<file path="config.mk">
export PLATFORM = sky130hd
export DESIGN_NAME = tpw_timer
export DESIGN_NICKNAME = d
export VERILOG_FILES = /design/src/tpw_timer.v
export VERILOG_INCLUDE_DIRS = /design/src /design/src/src
export SDC_FILE = /design/constraint.sdc
export NUM_CORES = 1
export LEC_CHECK = 0
export ABC_AREA = 1
export ABC_CLOCK_PERIOD_IN_PS = 3400
export BUFFER_PORTS_ARGS = -buffer_cell sky130_fd_sc_hd__buf_2
export CORE_ASPECT_RATIO = 1.2
export CORE_UTILIZATION = 40
export CTS_CLUSTER_DIAMETER = 50
export DETAILED_ROUTE_END_ITERATION = 6
export GPL_TIMING_DRIVEN = 0
export PLACE_DENSITY = 0.71
export SLEW_MARGIN = 10
export SYNTH_ARGS = -nofsm -noshare
export SYNTH_HDL_FRONTEND = slang
export SYNTH_SLANG_ARGS = --single-unit
</file>
<file path="constraint.sdc">
create_clock -name ref_clk_in -period 3.4 [get_ports ref_clk_in]
set_input_delay 0 -clock ref_clk_in [delete_from_list [all_inputs] [get_ports ref_clk_in]]
set_output_delay 0 -clock ref_clk_in [all_outputs]
set_load 0.01 [all_outputs]
</file>
<file path="src/tpw_map.vh">
// Register map and field constants of the timer PWM unit
//=====================================================================
`ifndef TPW_MAP_VH
`define TPW_MAP_VH

//=====================================================================
// Register byte offsets
`define TPW_CTRL_OFS 4'h0
`define TPW_VALUE_OFS 4'h4
`define TPW_STAT_OFS 4'h8

//=====================================================================
// Control fields
`define TPW_CTRL_START 0
`define TPW_CTRL_MODE8 1
`define TPW_CTRL_CLK_LSB 2
`define TPW_CTRL_TRG_LSB 4
`define TPW_CTRL_RST 8'h00
`define TPW_VALUE_RST 16'h0000

//=====================================================================
// Status fields
`define TPW_STAT_RUN 0
`define TPW_STAT_PULSE 1
`define TPW_STAT_PIN 2
`define TPW_STAT_ARMED 3

//=====================================================================
// Count clock and trigger codes
`define TPW_CLK_UNDIV 2'h0
`define TPW_CLK_DIV8 2'h1
`define TPW_CLK_DIV32 2'h2
`define TPW_CLK_SUB32 2'h3
`define TPW_TRG_NONE 2'h0
`define TPW_TRG_FALL 2'h1
`define TPW_TRG_RISE 2'h2
`define TPW_TRG_OVF 2'h3

//=====================================================================
// Counts
`define TPW_DIV8_LAST 5'h07
`define TPW_DIV32_LAST 5'h1f
`define TPW_FULL16 16'hffff
`define TPW_FULL8 16'h00ff
`define TPW_UNDEF_VAL 32'h00000000

`endif

</file>
<file path="src/tpw_timer.v">
// Timer channel in pulse width modulation mode with Avalon-MM registers
`timescale 1ns/1ns
`include "tpw_map.vh"

module tpw_timer (
    // Clock and reset
    input wire ref_clk_in,
    input wire rst_n_in,
    // Avalon-MM slave
    input wire [3:0] avs_address_in,
    input wire avs_read_in,
    input wire avs_write_in,
    input wire [31:0] avs_writedata_in,
    input wire [3:0] avs_byteenable_in,
    output reg [31:0] avs_readdata_out,
    output wire avs_waitrequest_out,
    // Count sources and triggers
    input wire subclock_in,
    input wire other_timer_ovf_in,
    input wire trigger_input_pin_in,
    // Pulse and interrupt request
    output wire pulse_output_pin_out,
    output reg irq_req_out
);

//=====================================================================
// Functions

    // Merge one write byte lane into a stored byte
    function [7:0] lane;
        input [7:0] old;
        input [7:0] new_b;
        input en;
        begin
            lane = en ? new_b : old;
        end
    endfunction

    // Decrement by one that wraps from zero to all ones
    function [15:0] dec;
        input [15:0] v;
        begin
            dec = v - 16'h0001;
        end
    endfunction

//=====================================================================
// Registers

    reg [7:0] ctrl_r;
    reg [15:0] rel_r;
    reg [15:0] cnt_r;
    reg [7:0] pre_r;
    reg hi_r;
    reg run_r;
    reg ack_r;
    reg [4:0] div_r;
    reg [4:0] sub_cnt_r;
    reg sub_prev_r;
    reg pin_prev_r;
    reg [15:0] cur_r;

    wire start_flag;
    wire mode8;
    wire [1:0] clk_sel;
    wire [1:0] trg_sel;
    wire go;

    assign start_flag = ctrl_r[`TPW_CTRL_START];
    assign mode8 = ctrl_r[`TPW_CTRL_MODE8];
    assign clk_sel = ctrl_r[`TPW_CTRL_CLK_LSB+1:`TPW_CTRL_CLK_LSB];
    assign trg_sel = ctrl_r[`TPW_CTRL_TRG_LSB+1:`TPW_CTRL_TRG_LSB];

//=====================================================================
// Bus decode

    wire bus_req;
    wire wr_take;
    wire rd_take;
    wire sel_ctrl;
    wire sel_value;
    wire sel_stat;

    // One wait state: every access is answered at its second edge
    // Writes land on the edge that ends the wait; reads latch a cycle
    // early so the data already stands when waitrequest drops
    assign bus_req = avs_read_in | avs_write_in;
    assign avs_waitrequest_out = bus_req & ~ack_r;
    assign wr_take = avs_write_in & ack_r;
    assign rd_take = avs_read_in & ~ack_r;
    assign sel_ctrl = (avs_address_in == `TPW_CTRL_OFS);
    assign sel_value = (avs_address_in == `TPW_VALUE_OFS);
    assign sel_stat = (avs_address_in == `TPW_STAT_OFS);

    always @(posedge ref_clk_in) begin
        if (!rst_n_in) begin
            ack_r <= 1'b0;
        end else begin
            ack_r <= bus_req & ~ack_r;
        end
    end

//=====================================================================
// Count clock selection

    wire sub_rise;
    wire tick_div8;
    wire tick_div32;
    wire tick_sub32;
    reg tick;

    assign sub_rise = subclock_in & ~sub_prev_r;
    assign tick_div8 = (div_r[2:0] == `TPW_DIV8_LAST);
    assign tick_div32 = (div_r == `TPW_DIV32_LAST);
    assign tick_sub32 = sub_rise & (sub_cnt_r == `TPW_DIV32_LAST);

    // Dividers restart with each start so the first high phase is full
    // length; the sub-clock is sampled, so its phase may take one cycle off the first tick
    always @(posedge ref_clk_in) begin
        if (!rst_n_in) begin
            div_r <= 5'h00;
            sub_cnt_r <= 5'h00;
            sub_prev_r <= 1'b0;
        end else if (go) begin
            div_r <= 5'h00;
            sub_cnt_r <= 5'h00;
            sub_prev_r <= subclock_in;
        end else begin
            div_r <= div_r + 5'h01;
            sub_prev_r <= subclock_in;
            if (sub_rise) begin
                sub_cnt_r <= sub_cnt_r + 5'h01;
            end
        end
    end

    always @* begin
        case (clk_sel)
            `TPW_CLK_UNDIV: tick = 1'b1;
            `TPW_CLK_DIV8: tick = tick_div8;
            `TPW_CLK_DIV32: tick = tick_div32;
            `TPW_CLK_SUB32: tick = tick_sub32;
            default: tick = 1'b0;
        endcase
    end

//=====================================================================
// Trigger detection

    wire pin_rise;
    wire pin_fall;
    reg trig_evt;

    assign pin_rise = trigger_input_pin_in & ~pin_prev_r;
    assign pin_fall = ~trigger_input_pin_in & pin_prev_r;

    always @(posedge ref_clk_in) begin
        if (!rst_n_in) begin
            pin_prev_r <= 1'b0;
        end else begin
            pin_prev_r <= trigger_input_pin_in;
        end
    end

    always @* begin
        case (trg_sel)
            `TPW_TRG_NONE: trig_evt = 1'b1;
            `TPW_TRG_FALL: trig_evt = pin_fall;
            `TPW_TRG_RISE: trig_evt = pin_rise;
            `TPW_TRG_OVF: trig_evt = other_timer_ovf_in;
            default: trig_evt = 1'b0;
        endcase
    end

//=====================================================================
// Phase values

    wire [15:0] full;
    wire [15:0] width;
    wire [15:0] cur_w;
    wire [15:0] low_len;
    wire [7:0] pre_m;
    wire special;
    wire unit_tick;
    wire phase_end;
    wire reload;

    // 8-bit mode: width is the upper byte, prescaler the lower
    assign full = mode8 ? `TPW_FULL8 : `TPW_FULL16;
    assign width = mode8 ? {8'h00, rel_r[15:8]} : rel_r;
    // The running period keeps its own copy, so a write while counting
    // cannot bend the period it lands in
    assign cur_w = mode8 ? {8'h00, cur_r[15:8]} : cur_r;
    assign pre_m = cur_r[7:0];
    assign low_len = full ^ cur_w;
    assign special = (cur_w == 16'h0000) | (cur_w == full);
    assign unit_tick = tick & (~mode8 | (pre_r == 8'h00));
    assign phase_end = unit_tick & (cnt_r == 16'h0001);
    assign go = start_flag & ~run_r & trig_evt;
    assign reload = go | (run_r & phase_end &
        ~(hi_r & (low_len != 16'h0000)));

//=====================================================================
// Counter and pulse

    reg [15:0] cnt_nxt;
    reg hi_nxt;
    reg run_nxt;
    reg irq_nxt;

    always @* begin
        cnt_nxt = cnt_r;
        hi_nxt = hi_r;
        run_nxt = run_r;
        irq_nxt = 1'b0;
        if (!start_flag) begin
            run_nxt = 1'b0;
            hi_nxt = 1'b0;
        end else if (go) begin
            run_nxt = 1'b1;
            if (width == 16'h0000) begin
                hi_nxt = 1'b0;
                cnt_nxt = full;
            end else begin
                hi_nxt = 1'b1;
                cnt_nxt = width;
            end
        end else if (run_r && phase_end) begin
            if (hi_r && low_len != 16'h0000) begin
                hi_nxt = 1'b0;
                cnt_nxt = low_len;
                irq_nxt = ~special;
            end else if (width == 16'h0000) begin
                hi_nxt = 1'b0;
                cnt_nxt = full;
            end else begin
                hi_nxt = 1'b1;
                cnt_nxt = width;
            end
        end else if (run_r && unit_tick) begin
            cnt_nxt = dec(cnt_r);
            irq_nxt = special & (cnt_r == 16'h0002);
        end
    end

    // Pulse comes from a flip-flop so the pin never glitches
    assign pulse_output_pin_out = hi_r;

    always @(posedge ref_clk_in) begin
        if (!rst_n_in) begin
            cnt_r <= `TPW_VALUE_RST;
            hi_r <= 1'b0;
            run_r <= 1'b0;
            irq_req_out <= 1'b0;
        end else begin
            hi_r <= hi_nxt;
            run_r <= run_nxt;
            irq_req_out <= irq_nxt;
            if (wr_take && sel_value && !run_r) begin
                cnt_r[7:0] <= lane(cnt_r[7:0], avs_writedata_in[7:0],
                    avs_byteenable_in[0]);
                cnt_r[15:8] <= lane(cnt_r[15:8], avs_writedata_in[15:8],
                    avs_byteenable_in[1]);
            end else begin
                cnt_r <= cnt_nxt;
            end
        end
    end

//=====================================================================
// Reload copy

    // Taken at each reload point only
    always @(posedge ref_clk_in) begin
        if (!rst_n_in) begin
            cur_r <= `TPW_VALUE_RST;
        end else if (reload) begin
            cur_r <= rel_r;
        end
    end

//=====================================================================
// Prescaler

    // Reloaded with each rising edge too, so the new m applies cleanly
    always @(posedge ref_clk_in) begin
        if (!rst_n_in) begin
            pre_r <= 8'h00;
        end else if (reload) begin
            pre_r <= rel_r[7:0];
        end else if (run_r && tick) begin
            if (pre_r == 8'h00) begin
                pre_r <= pre_m;
            end else begin
                pre_r <= pre_r - 8'h01;
            end
        end
    end

//=====================================================================
// Register writes

    always @(posedge ref_clk_in) begin
        if (!rst_n_in) begin
            ctrl_r <= `TPW_CTRL_RST;
            rel_r <= `TPW_VALUE_RST;
        end else if (wr_take) begin
            if (sel_ctrl) begin
                ctrl_r <= lane(ctrl_r, avs_writedata_in[7:0],
                    avs_byteenable_in[0]);
            end
            if (sel_value) begin
                rel_r[7:0] <= lane(rel_r[7:0], avs_writedata_in[7:0],
                    avs_byteenable_in[0]);
                rel_r[15:8] <= lane(rel_r[15:8], avs_writedata_in[15:8],
                    avs_byteenable_in[1]);
            end
        end
    end

//=====================================================================
// Register reads

    wire [31:0] stat_word;
    wire armed;

    assign armed = start_flag & ~run_r;
    assign stat_word = {28'h0000000, armed, trigger_input_pin_in,
        hi_r, run_r};

    // Unmapped addresses read as zero
    always @(posedge ref_clk_in) begin
        if (!rst_n_in) begin
            avs_readdata_out <= 32'h00000000;
        end else if (rd_take) begin
            if (sel_ctrl) begin
                avs_readdata_out <= {24'h000000, ctrl_r};
            end else if (sel_value) begin
                avs_readdata_out <= `TPW_UNDEF_VAL;
            end else if (sel_stat) begin
                avs_readdata_out <= stat_word;
            end else begin
                avs_readdata_out <= 32'h00000000;
            end
        end
    end

endmodule

</file>
==> results of run 1 <==
metrics by stage:
step	hold WS, ns	worst slack [ns]
2_1_floorplan	0.09345	1.340
3_3_place_gp	0.1951	0.9930
3_5_place_dp	0.2017	0.9752
4_1_cts	0.01608	0.9655
5_1_grt	0.01976	0.6862
6_report	0.02640	0.9754
layer usage:
layer | share of wire (%) | GRT usage (%)
met3 | 5.3 | 3.494
met4 | 4.2 | 12.25
met1 | 43 | 26.91
met2 | 48 | 38.18
met5 | 0 | 0
power by group:
part / total (mW) / switching, mW / leakage (nW) / internal [mW]
registers: 1.06 / 0.0135 / 0.712 / 1.05
clock network: 0.947 / 0.445 / 0.134 / 0.502
logic: 0.252 / 0.148 / 2.02 / 0.104
cell usage after synthesis (2+ instances only):
library cell  instances  area (sq um)
a21oi_1              62         310.3
a31oi_1               3         18.77
and3_1                2         12.51
buf_2                 6         30.03
buf_4                30         225.2
clkbuf_1             15         56.30
dfxtp_1              88          1762
ha_1                  9         112.6
inv_1                69         259.0
inv_2                 3         11.26
nand2_1             204         765.7
nand2_2               2         12.51
nand2_4               2         22.52
nand3_1              55         275.3
nand3_2               2         20.02
nand3b_1              3         22.52
nand4_1               5         31.28
nor2_1              125         469.2
nor2_2                4         25.02
nor2_4                2         22.52
nor3_1                5         25.02
nor4_1                2         12.51
o211ai_1              3         22.52
o21ai_0              74         370.4
o21ai_2               2         17.52
o31ai_1               2         15.01
o41ai_1               2         17.52
or2_2                 4         25.02
xnor2_1               2         17.52
xor2_1               10         87.58
state kept, by name (all words and copies together) (netlist names):
signal,count
ack_r,1
run_r,1
sub_cnt_r,5
div_r,5
cur_r,16
irq_req_out,1
cnt_r,16
pin_prev_r,1
avs_readdata_out,8
rel_r,16
sub_prev_r,1
pulse_output_pin_out,1
pre_r,8
ctrl_r,8
worst max path at each step:
stage / endpoint / slack (ns) / depth (start not counted)
final: cnt_r[14] / 0.98 / 16
after global routing: cnt_r[2] / 0.69 / 15
after CTS: cnt_r[14] / 0.97 / 16
after detailed placement: cnt_r[14] / 0.98 / 16
after global placement: cnt_r[14] / 0.99 / 16
after floorplan: cur_r[11] / 1.34 / 15
cells by family after synthesis:
logic type / synth area share, %
and+or+nand+nor: 34.75
AOI/OAI and AO/OA: 15.37
buffers and inverters: 11.63
DFF: 33.98
xor gates and xnor gates: 2.027
adders and majority gates: 2.172
other: 0.07232
worst reg2reg max path, delay by kind of cell (launching register included):
kind,cells,cell delay (ns)
simple gates,11,1.20
flops,1,0.37
fa+ha+maj,2,0.30
buf+inv,2,0.27
compound gates,1,0.17
final cells by class:
class | instances | area, sq um
well taps | 164 | 205.2
multi-input cells | 618 | 2907
flip-flops and latches | 88 | 1762
inverters | 74 | 280.3
clock buffers | 9 | 225.2
plain buffers | 52 | 322.8
clock inverters | 7 | 53.80
repair buffers | 57 | 380.4
fillers | 1348 | 6533
==> flow_summary.toml, run 1 <==
[timing]
worst_slew_pin_slew_ns = 0.5498
fin_worst_skew_ns = 0.009572
final_hold_viol_count = 0
finalSetupViolCount = 0
period_needed_ns = 2.425
fin_crit_sh_pct = 71.31
setup_tns_ns = 0
slew_headroom_pct = 63.35
drv_slew = 0
rsz0062_at_grt = "no"
fmax_mhz = 412.4

[placement]
dp_hpwl_mm = 11.31
globalplace.congestion = 0.9369
numPortBuffers = 38
dpl-instance-area_sq_um = 5667
dp.cells = 1034

[clock_tree]
cts_root_buf = "clkbuf_16"
cts_sinks = 88
htree_levels = 3
ctsHoldBuffers = 19
post-cts-setup-buffers = 0
cts_resized = 0
cts_buffers = 9
cts_tree = "done"
clk_pin_slew_ns = 0.07
clk_path_buf_depth = 2
clk_latency_ns = 0.35

[floorplan]
rows = 45
initial_core_util_pct = 40.93
core_sq_um = 12670
die_width_um = 105.9
die_area_sq_um = 13420
die_y_um = 126.7
ioPinCount = 82

[critical_path]
worstReg2RegStart = "sub_cnt_r[0]"
path_cells = "ha_1 -> and3_1 -> ha_1 -> nand2_1 -> nor2_1 -> nor2_1 -> nor2_1 -> nand2_2 -> nor2_1 -> nor2_1 -> inv_1 -> o21ai_2 -> inv_2 -> nand3_1 -> nor2_1 -> nor2_1"
regToRegSetupSlack_ns = 0.98
ff2ff_path_depth = 16
crit_slowest_cell = "dfxtp_1"
critPathLaunch = "sub_cnt_r[0]"
cp.required_ns = 3.65
worst_ep_arrival_time_ns = 2.67
worstSetupStartpointType = "register"
max_stage_delay_ns = 0.37
r2r-end = "cnt_r[14]"
path_delay_family = "simple AND/OR/NAND/NOR gates"
cp.buffers_inverters = 2
crit_fanout = 9
cpMostUsedCell = "nor2_1"
worstSetupPathType = "reg2reg"
crit_path_end_kind = "register"

[layout]
layout_commonest_cell = "nand2_1"
nets = 956
drive_above_1_share_pct = 12.82
design_area_sq_um = 6136
diodes = 0
final_cell_mix = "nand2_1 (204), nor2_1 (125), dfxtp_1 (88)"
fin_cells = 1069
area_delta_synth_final_pct = 18.34
final_core_util_pct = 48.43

[detailed_routing]
drc_errors = 0
drt_iter0_markers = 415
finalWirelength_mm = 14.69
vias = 5294
drt_pre_antenna_iters = 5
viasPerCell = 4.952
antenna_left = 0
wire_per_inst_um = 13.74

[synth]
syn_area_sq_um = 5185
synth_ff_type = "dfxtp_1"
async_reset_ff_share_pct = 0
synth-edff-count = 0
yosysSeqAreaShare_pct = 33.98
synth.distinct_cells = 42
avgSynthCellArea_sq_um = 6.409
syn_inst = 809
ys_seq_elements = 88
yosysWarningCount = 0

[global_route]
antenna_found_initial = 0
grt_pass1_vias = 4783
grt_max_degree = 17
grt_overflow = 0
grt_pass1_wl_mm = 23.58
track_usage_pct = 22.41

[flow_run]
drv_cap = 0

[power]
power_mw = 2.262
power_density_nw_per_um2 = 368.6
leakage_nw = 2.868
ir_drop_mv = 0.1767

[worst_hold_path]
min_from = "avs_address_in[3]"
hold-path-endpoint = "avs_readdata_out[6]"
hold_depth = 4
hp-class = "in2reg"

[run_status]
outcome = "finished, final reports clean"
(Power assumes the default switching activity.)
==> run 2, diff against run 1 <==
--- a/config.mk
+++ b/config.mk
@@ -7,14 +7,14 @@
 export NUM_CORES = 1
 export LEC_CHECK = 0
 export ABC_AREA = 1
-export ABC_CLOCK_PERIOD_IN_PS = 3400
+export ABC_CLOCK_PERIOD_IN_PS = 2170
 export BUFFER_PORTS_ARGS = -buffer_cell sky130_fd_sc_hd__buf_2
 export CORE_ASPECT_RATIO = 1.2
 export CORE_UTILIZATION = 40
 export CTS_CLUSTER_DIAMETER = 50
 export DETAILED_ROUTE_END_ITERATION = 6
 export GPL_TIMING_DRIVEN = 0
-export PLACE_DENSITY = 0.71
+export PLACE_DENSITY = 0.73
 export SLEW_MARGIN = 10
 export SYNTH_ARGS = -nofsm -noshare
 export SYNTH_HDL_FRONTEND = slang
==> constraint.sdc (replaced) <==
create_clock -name ref_clk_in -period 2.17 [get_ports ref_clk_in]
set_input_delay 0 -clock ref_clk_in [delete_from_list [all_inputs] [get_ports ref_clk_in]]
set_output_delay 0 -clock ref_clk_in [all_outputs]
set_load 0.01 [all_outputs]
==> flow_summary.toml, run 2 (same netlist as run 1, synthesis figures left out) <==
[run_status]
outcome = "complete, but fails checks"
violations = "setup timing"

[clock_tree]
clk_latency_ns = 0.35
cts_buffers = 9
htree_levels = 3
cts_root_buf = "clkbuf_16"
clk_path_buf_depth = 2
cts_tree = "done"
clk_pin_slew_ns = 0.07
cts_sinks = 88

[layout]
diodes = 0
nets = 978
layout_commonest_cell = "nand2_1"
reg_top3 = "cnt_r x16, cur_r x16, rel_r x16"
drive_above_1_share_pct = 20.17
area_delta_synth_final_pct = 28.86
design_area_sq_um = 6681
final_cell_mix = "nand2_1 (195), nor2_1 (118), dfxtp_1 (83)"

[power]
ir_drop_mv = 0.3841
leakage_nw = 3.054
power_density_nw_per_um2 = 543.1

[placement]
numPortBuffers = 38
dp_hpwl_mm = 11.34
globalplace.congestion = 0.9246
post-place-ws_ns = -0.3005
dpl-instance-area_sq_um = 5667

[timing]
period_needed_ns = 2.226
fmax_mhz = 449.2
drv_slew = 0
slew_headroom_pct = 59.66
setup_ws_ns = -0.05595
fin_worst_skew_ns = 0.007184
fin_crit_sh_pct = 102.6
worst_slew_pin_slew_ns = 0.6052
finalSetupViolCount = 17
rsz0062_at_grt = "yes"
final_hold_viol_count = 0

[critical_path]
crit_fanout = 7
worstSetupPathType = "reg2reg"
worstSetupStartpointType = "register"
crit_path_end_kind = "register"
ff2ff_path_depth = 17
worst_ep_arrival_time_ns = 2.46
critPathLaunch = "div_r[0]"
regToRegSetupSlack_ns = -0.06
worstReg2RegStart = "div_r[0]"
r2r-end = "cnt_r[6]"
cp.required_ns = 2.40

[worst_hold_path]
hold_depth = 3
hp-class = "in2reg"
hold-path-endpoint = "rel_r[10]"
min_from = "avs_writedata_in[10]"

[detailed_routing]
vias = 5544
finalWirelength_mm = 15.70
drt_iter0_markers = 424
viasPerCell = 5.082
wire_per_inst_um = 14.39
drc_errors = 0
antenna_left = 0
drt_pre_antenna_iters = 5

[global_route]
track_usage_pct = 23.09
grt_pass1_wl_mm = 24.12
antenna_found_initial = 0
grt_overflow = 0
grt_max_degree = 17
grt_pass1_vias = 5042

[floorplan]
die_width_um = 105.9
die_area_sq_um = 13420
ioPinCount = 82
initial_core_util_pct = 40.93
die_y_um = 126.7
core_sq_um = 12670
rows = 45

[flow_run]
drv_cap = 0
-- run 2: how the worst max path moves through the flow --
stage | end | cells past startpoint
6_report | cnt_r[6] | 17
5_1_grt | pre_r[6] | 17
4_1_cts | pre_r[3] | 17
3_5_place_dp | cnt_r[3] | 15
3_3_place_gp | cnt_r[3] | 15
2_1_floorplan | cur_r[11] | 15
-- run 2: routing by layer --
layer  track usage (%)  routed length (um)  up-vias
li1                  -                   -     2790
met1             25.66                6376     2493
met2             39.64                7630      201
met5                 0                   0        -
met4             16.18                 963        0
met3             4.317                 727       60
-- run 2: report_power, final --
group	total (mW)	leakage (nW)	switching [mW]	internal (mW)
Sequential	1.67	0.714	0.0244	1.65
Combinational	0.432	2.19	0.253	0.179
Clock	1.53	0.145	0.701	0.826
-- run 2: layout make-up --
class                           count  area, sq um
Fill cell                        1220         5987
Multi-Input combinational cell    618         3148
Sequential cell                    88         1770
Timing Repair Buffer               80        626.9
Buffer                             51        352.8
Inverter                           74        287.8
Clock buffer                       10        239.0
Tap cell                          164        205.2
Clock inverter                      6        51.30
-- run 2: through the flow --
stage	setup TNS (ns)	std cells	hold WS (ns)	total power [mW]	util (%)
after floorplan	0	832	0.09345	1.948	-
after global placement	-6.644	1034	0.1984	2.061	44.73
after detailed placement	-8.856	1034	0.1975	2.062	44.73
after CTS	-1.092	1078	0.004829	3.612	49.78
after global routing	-4.353	1091	0.04293	3.758	52.74
final	-0.2548	1091	0.02266	3.629	52.74
-- run 2: repair_timing --
item,CTS,global route
cloned,2,1
pin swaps,13,36
hold buffers,19,0
buffers inserted,8,13
endpoints found under the hold margin,24,0
resized for setup,26,74
endpoints found under the setup margin,42,42
-- run 2: worst max-delay path, stage by stage (launching register included) --
cell	delay (ns)
dfxtp_4	0.35
ha_4	0.15
and3_4	0.18
ha_4	0.14
nand2_1	0.05
nand2_1	0.06
nor2_2	0.11
nor2_2	0.06
nand2_4	0.13
nor2_8	0.06
nand2_4	0.11
nand2_8	0.09
buf_8	0.15
buf_6	0.12
a21oi_4	0.13
nand2_1	0.08
nand2_1	0.09
a21oi_2	0.05
==> run 3, diff against run 2 <==
--- a/config.mk
+++ b/config.mk
@@ -10,11 +10,11 @@
 export ABC_CLOCK_PERIOD_IN_PS = 2170
 export BUFFER_PORTS_ARGS = -buffer_cell sky130_fd_sc_hd__buf_2
 export CORE_ASPECT_RATIO = 1.2
-export CORE_UTILIZATION = 40
+export CORE_UTILIZATION = 52
 export CTS_CLUSTER_DIAMETER = 50
 export DETAILED_ROUTE_END_ITERATION = 6
 export GPL_TIMING_DRIVEN = 0
-export PLACE_DENSITY = 0.73
+export PLACE_DENSITY = 0.88
 export SLEW_MARGIN = 10
 export SYNTH_ARGS = -nofsm -noshare
 export SYNTH_HDL_FRONTEND = slang
==> flow_summary.toml, run 3 (same netlist as run 1, synthesis figures left out) <==
[timing]
worst_slew_pin_slew_ns = 0.7111
final_hold_viol_count = 0
drv_slew = 0
slew_headroom_pct = 52.59
finalSetupViolCount = 21
hold_ws_ns = 0.05494
rsz0062_at_grt = "yes"
fmax_mhz = 446.0
period_needed_ns = 2.242
setup_ws_ns = -0.07237
fin_worst_skew_ns = 0.01183
fin_crit_sh_pct = 103.3

[layout]
layout_commonest_cell = "nand2_1"
regArea_sq_um = 1767
final_cell_mix = "nand2_1 (186), nor2_1 (114), dfxtp_1 (84)"
multi_input_area_sq_um = 3323
fin_cells = 1053
drive_above_1_share_pct = 23.47
fill_cells = 711
design_area_sq_um = 6858
area_delta_synth_final_pct = 32.26
nets = 980
reg_top3 = "cnt_r x16, cur_r x16, rel_r x16"

[detailed_routing]
viasPerCell = 5.555
drt_pre_antenna_iters = 6
drc_errors = 0
antenna_left = 0
drt_iter0_markers = 813
finalWirelength_mm = 16.66
wire_per_inst_um = 15.82
vias = 5849

[clock_tree]
cts_sinks = 88
clk_path_buf_depth = 2
clk_latency_ns = 0.35
cts_tree = "done"
clk_pin_slew_ns = 0.07
cts_buffers = 9
cts_root_buf = "clkbuf_16"
htree_levels = 3

[worst_hold_path]
hold-path-endpoint = "avs_readdata_out[6]"
min_from = "avs_address_in[3]"
hp-class = "in2reg"
hold_depth = 4

[floorplan]
initial_core_util_pct = 53.94
die_y_um = 111.4
core_sq_um = 9613
rows = 39
die_width_um = 93.16
die_area_sq_um = 10380
ioPinCount = 82

[critical_path]
r2r-end = "cnt_r[5]"
worstReg2RegStart = "sub_cnt_r[0]"
max_stage_delay_ns = 0.36
worstSetupStartpointType = "register"
worstSetupPathType = "reg2reg"
path_cells = "ha_4 -> and3_4 -> ha_4 -> nand2_2 -> nor2_4 -> nor2_4 -> nor2_4 -> nand2_4 -> nor2_8 -> nand2_8 -> buf_12 -> nand2_8 -> buf_4 -> a21oi_1 -> nand2_1 -> nand2_1 -> a21oi_1"
cpMostUsedCell = "nor2_4"
crit_path_end_kind = "register"
crit_fanout = 4
ff2ff_path_depth = 17
cp.required_ns = 2.45
crit_slowest_cell = "dfxtp_2"
regToRegSetupSlack_ns = -0.07
worst_ep_arrival_time_ns = 2.52

[flow_run]
drv_cap = 0

[placement]
numPortBuffers = 38
dp.cells = 993
dpl-instance-area_sq_um = 5615
dp_hpwl_mm = 11.25
globalplace.congestion = 0.9363

[global_route]
grt_pass1_wl_mm = 25.49
grt_max_degree = 17
grt_overflow = 0
antenna_found_initial = 1
grt_pass1_vias = 5365
track_usage_pct = 31.19

[run_status]
violations = "setup timing"
outcome = "complete, but fails checks"

[power]
leakage_nw = 3.128
ir_drop_mv = 0.3854
power_density_nw_per_um2 = 549.0
[run 3: changes by cell type in the layout (fill, tap and decap cells not counted), moves of 4 or more]
cell,previous run,this run
nand2_2,9,18
nand3_2,8,22
nor2_4,4,8
nor2_1,118,114
nand3_1,48,33
nand2_1,195,186
[run 3: stage by stage]
| step | setup TNS (ns) | power (mW) | utilization [%] | setup WS, ns |
|---|---|---|---|---|
| final | -0.6769 | 3.765 | 71.34 | -0.07237 |
| after global routing | -4.360 | 3.884 | 71.34 | -0.1934 |
| after CTS | -0.03436 | 3.712 | 66.91 | -0.01174 |
| after detailed placement | -6.708 | 2.061 | 58.41 | -0.2403 |
| after global placement | -4.826 | 2.055 | 58.41 | -0.2043 |
| after floorplan | 0 | 1.948 | - | 0.1101 |
[run 3: final cells by class]
| class | instances | area share, % |
|---|---|---|
| inverter | 74 | 4.269 |
| antenna | 1 | 0.03649 |
| multi-input combinational | 619 | 48.46 |
| sequential | 88 | 25.76 |
| buffer | 51 | 5.182 |
| clock buffer | 9 | 3.284 |
| timing repair buffer | 81 | 9.633 |
| clock inverter | 7 | 1.131 |
| tap | 123 | 2.244 |
[run 3: worst max-delay path by stage]
stage,cells after the start,from,to,slack [ns]
after CTS,17,sub_cnt_r[1],cnt_r[10],-0.01
after detailed placement,16,sub_cnt_r[0],cnt_r[7],-0.24
after global placement,16,sub_cnt_r[0],cnt_r[7],-0.20
after global routing,17,sub_cnt_r[0],cnt_r[9],-0.19
after floorplan,15,sub_cnt_r[0],cur_r[11],0.11
final,17,sub_cnt_r[0],cnt_r[5],-0.07
[run 3: power by group]
part | internal (mW) | switching [mW] | total (mW)
Sequential | 1.65 | 0.0250 | 1.67
Combinational | 0.187 | 0.267 | 0.454
Clock | 0.908 | 0.732 | 1.64
Total | 2.74 | 1.02 | 3.76
[run 3: critical path: cells and delay by family (launching register included)]
kind / cells / cell delay, ns
adder cells (fa/ha/maj): 2 / 0.26
AND/OR/NAND/NOR: 11 / 1.11
flip-flops: 1 / 0.36
buffers and inverters: 2 / 0.27
AO/OA/AOI/OAI: 2 / 0.18
[run 3: what timing repair did]
action / in CTS / in global routing
endpoints found under the hold margin: 26 / 0
gates cloned: 2 / 2
resized for setup: 41 / 100
setup endpoints to repair: 41 / 41
hold buffers: 20 / 0
buffers inserted: 14 / 6
pin swaps: 18 / 48
[run 3: metal layers]
metal / up-vias / global-route usage (%) / wire, um
li1: 2798 / - / -
met1: 2627 / 36.05 / 6350
met2: 320 / 51.81 / 7975
met3: 104 / 5.396 / 1231
met4: 0 / 21.64 / 1105
met5: - / 0 / 0
